**src/rtl/idap_pkg.sv**
```systemverilog
// package of constants and types for the indirect data access port
package idap_pkg;

  // ****************************************
  // register byte offsets
  // ****************************************
  localparam logic [7:0] OFF_PORT_PLAIN = 8'h00;
  localparam logic [7:0] OFF_PORT_POST_INC = 8'h04;
  localparam logic [7:0] OFF_PORT_POST_DEC = 8'h08;
  localparam logic [7:0] OFF_PORT_PRE_INC = 8'h0c;
  localparam logic [7:0] OFF_PORT_PLUS_WORKING = 8'h10;
  localparam logic [7:0] OFF_PTR_LOW = 8'h14;
  localparam logic [7:0] OFF_PTR_HIGH = 8'h18;
  localparam logic [7:0] OFF_WORKING = 8'h1c;

  // ****************************************
  // field layout and reset values
  // ****************************************
  localparam int BYTE_W = 8;
  localparam int DEF_MEM_ADDR_W = 12;
  localparam logic [7:0] RST_WORKING = 8'h00;
  localparam logic [1:0] RESP_OKAY = 2'h0;
  localparam logic [1:0] RESP_SLVERR = 2'h2;

  // ****************************************
  // types
  // ****************************************
  typedef enum logic [2:0] {
    ST_IDLE = 3'b000,
    ST_MEM_RD = 3'b001,
    ST_MEM_CAP = 3'b010,
    ST_RRESP = 3'b011,
    ST_BRESP = 3'b100
  } idap_state_t;

  typedef enum logic [2:0] {
    PM_NONE = 3'b000,
    PM_PLAIN = 3'b001,
    PM_POST_INC = 3'b010,
    PM_POST_DEC = 3'b011,
    PM_PRE_INC = 3'b100,
    PM_PLUS_WORKING = 3'b101
  } idap_port_mode_t;

endpackage : idap_pkg

```
**src/rtl/idap_indirect_port.sv**
```systemverilog
// indirect data-memory access through pointer zero, reached over axi4-lite
// Overview of operation
// - plain port uses pointer, pointer unchanged
// - post-increment port: access then pointer plus one
// - pre-increment port: pointer plus one, then access
// - ports store nothing; data goes to memory
// - post-decrement port: access then pointer minus one
// - plus-working port addresses pointer plus working register
// - pointer is low byte plus MEM_ADDR_W-8 high bits (four by default)
`timescale 1ns/1ps

module idap_indirect_port #(
  parameter int MEM_ADDR_W = idap_pkg::DEF_MEM_ADDR_W
) (
  // clock and reset
  input wire logic aclk,
  input wire logic aresetn,
  // axi4-lite write address
  input wire logic awvalid,
  output logic awready,
  input wire logic [7:0] awaddr,
  input wire logic [2:0] awprot,
  // axi4-lite write data
  input wire logic wvalid,
  output logic wready,
  input wire logic [31:0] wdata,
  input wire logic [3:0] wstrb,
  // axi4-lite write response
  output logic bvalid,
  input wire logic bready,
  output logic [1:0] bresp,
  // axi4-lite read address
  input wire logic arvalid,
  output logic arready,
  input wire logic [7:0] araddr,
  input wire logic [2:0] arprot,
  // axi4-lite read data
  output logic rvalid,
  input wire logic rready,
  output logic [31:0] rdata,
  output logic [1:0] rresp,
  // data memory
  output logic [MEM_ADDR_W-1:0] mem_addr,
  output logic mem_wr,
  output logic mem_rd,
  output logic [7:0] mem_wdata,
  input wire logic [7:0] mem_rdata
);

  // ****************************************
  // elaboration check
  // ****************************************
  if (MEM_ADDR_W < 9 || MEM_ADDR_W > 16)
  begin : g_bad_width
    $error("MEM_ADDR_W must lie between 9 and 16");
  end

  localparam int HIGH_W = MEM_ADDR_W - idap_pkg::BYTE_W;

  // ****************************************
  // state
  // ****************************************
  idap_pkg::idap_state_t state_r, state_nxt;
  logic [MEM_ADDR_W-1:0] ptr_r, ptr_nxt;
  logic [7:0] working_r, working_nxt;
  logic [MEM_ADDR_W-1:0] mem_addr_r, mem_addr_nxt;
  logic mem_wr_r, mem_wr_nxt;
  logic mem_rd_r, mem_rd_nxt;
  logic [7:0] mem_wdata_r, mem_wdata_nxt;
  logic [31:0] rdata_r, rdata_nxt;
  logic [1:0] resp_r, resp_nxt;

  // ****************************************
  // address decode
  // ****************************************
  logic wr_take;
  logic rd_take;
  logic [7:0] acc_addr;
  idap_pkg::idap_port_mode_t acc_mode;
  logic acc_ptr_low;
  logic acc_ptr_high;
  logic acc_working;
  logic acc_mapped;
  logic [MEM_ADDR_W-1:0] ptr_inc;
  logic [MEM_ADDR_W-1:0] ptr_dec;
  logic [MEM_ADDR_W-1:0] ptr_plus_w;
  logic [MEM_ADDR_W-1:0] acc_mem_addr;
  logic [MEM_ADDR_W-1:0] acc_ptr_after;

  // one transfer at a time; a write offered together with a read goes first
  assign wr_take = (state_r == idap_pkg::ST_IDLE) && awvalid && wvalid;
  assign rd_take = (state_r == idap_pkg::ST_IDLE) && arvalid && !(awvalid && wvalid);
  assign awready = wr_take;
  assign wready = wr_take;
  assign arready = rd_take;
  assign acc_addr = wr_take ? awaddr : araddr;

  // full-width arithmetic carries and borrows across the byte boundary
  assign ptr_inc = ptr_r + {{(MEM_ADDR_W-1){1'b0}}, 1'b1};
  assign ptr_dec = ptr_r - {{(MEM_ADDR_W-1){1'b0}}, 1'b1};
  // working register is a signed offset, sign-extended to pointer width
  assign ptr_plus_w = ptr_r + {{HIGH_W{working_r[7]}}, working_r};

  always_comb
  begin
    acc_mode = idap_pkg::PM_NONE;
    unique case (acc_addr)
      idap_pkg::OFF_PORT_PLAIN: acc_mode = idap_pkg::PM_PLAIN;
      idap_pkg::OFF_PORT_POST_INC: acc_mode = idap_pkg::PM_POST_INC;
      idap_pkg::OFF_PORT_POST_DEC: acc_mode = idap_pkg::PM_POST_DEC;
      idap_pkg::OFF_PORT_PRE_INC: acc_mode = idap_pkg::PM_PRE_INC;
      idap_pkg::OFF_PORT_PLUS_WORKING: acc_mode = idap_pkg::PM_PLUS_WORKING;
      default: acc_mode = idap_pkg::PM_NONE;
    endcase
  end

  assign acc_ptr_low = (acc_addr == idap_pkg::OFF_PTR_LOW);
  assign acc_ptr_high = (acc_addr == idap_pkg::OFF_PTR_HIGH);
  assign acc_working = (acc_addr == idap_pkg::OFF_WORKING);
  assign acc_mapped = (acc_mode != idap_pkg::PM_NONE) || acc_ptr_low || acc_ptr_high
                      || acc_working;

  // memory address and pointer value after the access, per port
  always_comb
  begin
    acc_mem_addr = ptr_r;
    acc_ptr_after = ptr_r;
    unique case (acc_mode)
      idap_pkg::PM_PLAIN:
      begin
        acc_mem_addr = ptr_r;
        acc_ptr_after = ptr_r;
      end
      idap_pkg::PM_POST_INC:
      begin
        acc_mem_addr = ptr_r;
        acc_ptr_after = ptr_inc;
      end
      idap_pkg::PM_POST_DEC:
      begin
        acc_mem_addr = ptr_r;
        acc_ptr_after = ptr_dec;
      end
      idap_pkg::PM_PRE_INC:
      begin
        acc_mem_addr = ptr_inc;
        acc_ptr_after = ptr_inc;
      end
      idap_pkg::PM_PLUS_WORKING:
      begin
        acc_mem_addr = ptr_plus_w;
        acc_ptr_after = ptr_r;
      end
      idap_pkg::PM_NONE:
      begin
        acc_mem_addr = ptr_r;
        acc_ptr_after = ptr_r;
      end
    endcase
  end

  // ****************************************
  // next-state logic
  // ****************************************
  always_comb
  begin
    state_nxt = state_r;
    ptr_nxt = ptr_r;
    working_nxt = working_r;
    mem_addr_nxt = mem_addr_r;
    mem_wr_nxt = 1'b0;
    mem_rd_nxt = 1'b0;
    mem_wdata_nxt = mem_wdata_r;
    rdata_nxt = rdata_r;
    resp_nxt = resp_r;
    unique case (state_r)
      idap_pkg::ST_IDLE:
      begin
        if (wr_take)
        begin
          state_nxt = idap_pkg::ST_BRESP;
          resp_nxt = acc_mapped ? idap_pkg::RESP_OKAY : idap_pkg::RESP_SLVERR;
          // a write without the low byte lane is answered but moves nothing
          if (wstrb[0])
          begin
            if (acc_mode != idap_pkg::PM_NONE)
            begin
              // the byte goes straight to memory, nothing is kept here
              mem_addr_nxt = acc_mem_addr;
              mem_wdata_nxt = wdata[7:0];
              mem_wr_nxt = 1'b1;
              ptr_nxt = acc_ptr_after;
            end
            if (acc_ptr_low)
            begin
              ptr_nxt[7:0] = wdata[7:0];
            end
            if (acc_ptr_high)
            begin
              // only the implemented high bits are kept; the rest read back as zero
              ptr_nxt[MEM_ADDR_W-1:8] = wdata[HIGH_W-1:0];
            end
            if (acc_working)
            begin
              working_nxt = wdata[7:0];
            end
          end
        end
        else if (rd_take)
        begin
          resp_nxt = acc_mapped ? idap_pkg::RESP_OKAY : idap_pkg::RESP_SLVERR;
          rdata_nxt = 32'h0000_0000;
          if (acc_mode != idap_pkg::PM_NONE)
          begin
            state_nxt = idap_pkg::ST_MEM_RD;
            mem_addr_nxt = acc_mem_addr;
            mem_rd_nxt = 1'b1;
            ptr_nxt = acc_ptr_after;
          end
          else
          begin
            state_nxt = idap_pkg::ST_RRESP;
            if (acc_ptr_low)
            begin
              rdata_nxt[7:0] = ptr_r[7:0];
            end
            if (acc_ptr_high)
            begin
              rdata_nxt[HIGH_W-1:0] = ptr_r[MEM_ADDR_W-1:8];
            end
            if (acc_working)
            begin
              rdata_nxt[7:0] = working_r;
            end
          end
        end
      end
      // memory samples the read strobe here and answers one cycle later
      idap_pkg::ST_MEM_RD:
      begin
        state_nxt = idap_pkg::ST_MEM_CAP;
      end
      idap_pkg::ST_MEM_CAP:
      begin
        rdata_nxt = {24'h00_0000, mem_rdata};
        state_nxt = idap_pkg::ST_RRESP;
      end
      idap_pkg::ST_RRESP:
      begin
        if (rready)
        begin
          state_nxt = idap_pkg::ST_IDLE;
        end
      end
      idap_pkg::ST_BRESP:
      begin
        if (bready)
        begin
          state_nxt = idap_pkg::ST_IDLE;
        end
      end
      default:
      begin
        state_nxt = idap_pkg::ST_IDLE;
      end
    endcase
  end

  // ****************************************
  // registers
  // ****************************************
  // the pointer has no meaningful power-up value; zero is chosen for repeatability
  always_ff @(posedge aclk)
  begin
    if (!aresetn)
    begin
      state_r <= idap_pkg::ST_IDLE;
      ptr_r <= '0;
      working_r <= idap_pkg::RST_WORKING;
      mem_addr_r <= '0;
      mem_wr_r <= 1'b0;
      mem_rd_r <= 1'b0;
      mem_wdata_r <= 8'h00;
      rdata_r <= 32'h0000_0000;
      resp_r <= idap_pkg::RESP_OKAY;
    end
    else
    begin
      state_r <= state_nxt;
      ptr_r <= ptr_nxt;
      working_r <= working_nxt;
      mem_addr_r <= mem_addr_nxt;
      mem_wr_r <= mem_wr_nxt;
      mem_rd_r <= mem_rd_nxt;
      mem_wdata_r <= mem_wdata_nxt;
      rdata_r <= rdata_nxt;
      resp_r <= resp_nxt;
    end
  end

  // ****************************************
  // outputs
  // ****************************************
  assign bvalid = (state_r == idap_pkg::ST_BRESP);
  assign bresp = resp_r;
  assign rvalid = (state_r == idap_pkg::ST_RRESP);
  assign rresp = resp_r;
  assign rdata = rdata_r;
  assign mem_addr = mem_addr_r;
  assign mem_wr = mem_wr_r;
  assign mem_rd = mem_rd_r;
  assign mem_wdata = mem_wdata_r;

endmodule : idap_indirect_port

```
**config.mk**
```make
export PLATFORM = sky130hd
export DESIGN_NAME = idap_indirect_port
export DESIGN_NICKNAME = d
export VERILOG_FILES = /design/src/rtl/idap_pkg.sv /design/src/rtl/idap_indirect_port.sv
export SDC_FILE = /design/constraint.sdc
export NUM_CORES = 1
export LEC_CHECK = 0
export ABC_CLOCK_PERIOD_IN_PS = 7600
export BUFFER_PORTS_ARGS = -buffer_cell sky130_fd_sc_hd__buf_2
export CAP_MARGIN = 15
export CORE_ASPECT_RATIO = 1.25
export CORE_MARGIN = 3
export CORE_UTILIZATION = 30
export CTS_CLUSTER_SIZE = 12
export DETAILED_ROUTE_END_ITERATION = 8
export PLACE_DENSITY = 0.53
export SYNTH_ARGS = -nofsm -noshare
export SYNTH_HDL_FRONTEND = slang
export SYNTH_SLANG_ARGS = --single-unit
```
**constraint.sdc**
```tcl
create_clock -name aclk -period 7.6 [get_ports aclk]
set_clock_uncertainty 0.2 [all_clocks]
set_input_delay 1.14 -clock aclk [delete_from_list [all_inputs] [get_ports aclk]]
set_output_delay 1.14 -clock aclk [all_outputs]
set_load 0.01 [all_outputs]
```
==> results by group <==
Outcome
  • Status: complete, no violations

STA
  • Worst Hold Slack: a little over 0.3 ns
  • Unrepaired setup endpoints after global routing: false
  • Highest Clock Rate: 251.2 MHz
  • Setup ws final: 3.619 ns
  • Final Critical Period: between 3 and 4 ns
  • Final Hold Violating Endpoints: 0
  • Slew Viols, Final: 0
  • Slew margin rel.: 0.1623
  • Least-Margin Pin Slew: 1.256 ns
  • Final period utilization: 0.5238
  • Finish-stage setup viols: 0
  • Final setup TNS: 0 ns

Clocking
  • Postcts setup bufs: 0
  • Total CTS buffers: 5
  • # clock sinks: 54
  • Hold buffers post-CTS: 0
  • CTS tree: yes
  • # resized after CTS: 0
  • Clk_lat worst skew: 0.30 ns
  • H-tree levels: 2
  • Clk pin slew, worst setup/hold paths: approximately 0.070 ns
  • Clock Path Buffers: 2
  • Clock root cell: clkbuf_16

Place
  • Worst slack at placement: around 3.3 ns
  • # port buffers: 76
  • Dpl hpwl: about 10 mm
  • Post-Place Cells: 752
  • RD Place Congestion: 0.8646

Logic synthesis
  • Syn Std Cell Area: slightly above 0.004 mm²
  • Post-synthesis cell type count: slightly below 70
  • Top FF cell, synth: dfxtp_1
  • Fraction of registers with async set or reset after synthesis: 0
  • Avg Inst Size Synth: around 7.7 µm²
  • Sequential element share of the synthesized area: 0.2619
  • Post-synthesis instance total: 539
  • Post-synth EDFFs: 0
  • Register bit total from synthesis: 54
  • Synth warnings: 0

Run
  • Max-cap check violation count: 0

Floorplan
  • Initial core utilization: 0.3092
  • Core Area: 0.01335 mm²
  • Io pins: 136
  • Row count: 47
  • Die height: 137.1 µm
  • Die X-Extent: between 100 and 150 µm
  • Die Footprint: 0.01521 mm²

Route
  • DRC viols: 0
  • WL/cell: 17.07 µm
  • DRT iter0 DRCs: 349
  • Via/cell ratio: 5.563
  • Drt total wl: 12.97 mm
  • Vias: 4228
  • Initial DRT Pass Iterations: 5
  • Antenna-violating nets left: 0

Global route
  • Total GRT Usage: 0.1631
  • Grt ovf: 0
  • Initial antenna violation count: 0
  • Largest net degree at the start of global routing: 66
  • First-pass GRT wire length: 20.47 mm
  • Vias in the first global route: 3978

Finish
  • Nets: 675
  • Final cell count without fillers: 760
  • Proportion of layout cells with a drive suffix above 1: 0.1715
  • Area growth from synthesis to layout: 12.88%
  • Antenna cell count: 0

Hold path
  • Hold Crit Start: bresp[1]
  • Endpoint, Worst Hold: bresp[1]
  • Worst Hold Depth: 2
  • Hold crit path type: reg2reg

Critical path
  • Worst r2r path cells: 8
  • CP startpoint kind: input pin
  • FF-to-FF Start: state_r[1]
  • Reg2Reg Setup Slack: 4.07 ns
  • CP Max Fanout: 8
  • CP endpoint kind: flip-flop
  • Worst EP required: 7.63 ns
  • Worst path arrival time: between 4 and 5 ns
  • Crit path kind: in2reg
  • R2R Path End: ptr_r[9]

Power
  • Tot Pwr: 0.7997 mW
  • Pwr dens: 171.6 mW/mm²
  • Peak supply drop: 0.08595 mV
  • Leakage: approximately 2.1 nW
-- layer usage --
layer  GRT usage  share of wire  wire [µm]
met5           0              0          0
met2      0.3087           0.52       6787
met3     0.01902          0.048        626
met1      0.1923           0.41       5337
met4     0.04997          0.017        221
-- state kept, by name (all words and copies together), names as in the netlist --
signal,count
mem_addr,12
ptr_r,12
mem_wdata,8
rdata,8
working_r,8
state_r,3
bresp,1
mem_rd,1
mem_wr,1
-- Yosys cell counts, types with 4 or more instances --
| master | instances | area share |
|---|---|---|
| nand2_1 | 37 | 0.034 |
| o31ai_1 | 5 | 0.0091 |
| or2_2 | 4 | 0.0061 |
| a21o_1 | 7 | 0.013 |
| ha_1 | 13 | 0.039 |
| buf_4 | 28 | 0.051 |
| a22o_1 | 4 | 0.0085 |
| a21oi_1 | 34 | 0.041 |
| a31oi_1 | 12 | 0.018 |
| a221oi_1 | 6 | 0.013 |
| nand4_1 | 5 | 0.0076 |
| nand3b_1 | 4 | 0.0073 |
| nand3_1 | 27 | 0.033 |
| mux2i_1 | 19 | 0.046 |
| o21ai_0 | 50 | 0.061 |
| o221ai_1 | 5 | 0.011 |
| o22ai_1 | 5 | 0.0076 |
| nor4_1 | 5 | 0.0076 |
| a22oi_1 | 9 | 0.016 |
| dfxtp_1 | 54 | 0.26 |
| xnor2_1 | 12 | 0.025 |
| clkbuf_1 | 29 | 0.026 |
| and3_1 | 14 | 0.021 |
| nor2b_1 | 18 | 0.027 |
| or3_1 | 11 | 0.017 |
| o211ai_1 | 12 | 0.022 |
| nor3_1 | 12 | 0.015 |
| nor2_1 | 28 | 0.025 |
| inv_1 | 14 | 0.013 |
-- critical path: stages --
cell and delay (ns):
buf_2 0.10, or4b_2 0.74, a21o_1 0.23, a222oi_1 0.89, a22oi_1 0.21, a2111oi_0 0.48
a21oi_1 0.07, a21oi_1 0.15
-- worst max-delay path by stage --
stage / endpoint / slack [ns] / from / depth (start not counted)
after global placement: mem_addr[6] / 3.37 / awaddr[4] / 8
final: rdata[2] / 3.62 / araddr[5] / 8
after floorplan: rdata[0] / 3.93 / araddr[5] / 7
after CTS: rdata[2] / 3.64 / araddr[5] / 8
after global routing: rdata[0] / 3.30 / araddr[5] / 8
after detailed placement: mem_addr[6] / 3.32 / awaddr[4] / 8
-- final cells by class --
class                           instances  area, µm²
Fill cell                            1390       8690
Multi-Input combinational cell        435       2744
Sequential cell                        54       1081
Timing Repair Buffer                   78      395.4
Tap cell                              171      214.0
Clock buffer                            5      125.1
Inverter                               14      52.55
Clock inverter                          3      47.55
-- through the flow --
| step | utilization | area [µm²] |
|---|---|---|
| 2_1_floorplan | - | 4222 |
| 3_3_place_gp | 0.3361 | 4487 |
| 3_5_place_dp | 0.3361 | 4487 |
| 4_1_cts | 0.3490 | 4659 |
| 5_1_grt | 0.3490 | 4659 |
| 6_report | 0.3490 | 4659 |
-- cells in the final DEF, fill, tap and decap left out, types with 6 or more instances in the layout --
master	netlist	layout
inv_1	14	14
or3_1	11	11
xnor2_1	12	12
a21o_1	7	7
a31oi_1	12	12
conb_1	1	26
buf_2	1	76
nand2_1	37	37
o21ai_0	50	50
nor2b_1	18	18
nor3_1	12	12
mux2i_1	19	19
o211ai_1	12	12
a22oi_1	9	9
a21oi_1	34	34
ha_1	13	13
nand3_1	27	27
dfxtp_1	54	54
and3_1	14	14
a221oi_1	6	6
nor2_1	28	28
-- cell families after synthesis --
family,after synthesis,synth area share
multiplexers,20,0.04880
buffers and inverters,75,0.09608
XOR/XNOR,14,0.02971
AND/OR/NAND/NOR,185,0.2404
flip-flops,54,0.2619
other,1,0.0009085
adder cells (fa/ha/maj),14,0.04426
AO/OA/AOI/OAI,176,0.2780
-- power by group --
part	switching, mW	internal (mW)
clock network	0.115	0.158
registers	0.0289	0.302
logic	0.118	0.0772
total	0.263	0.537
Note: power is estimated with default switching activity, not from simulation.
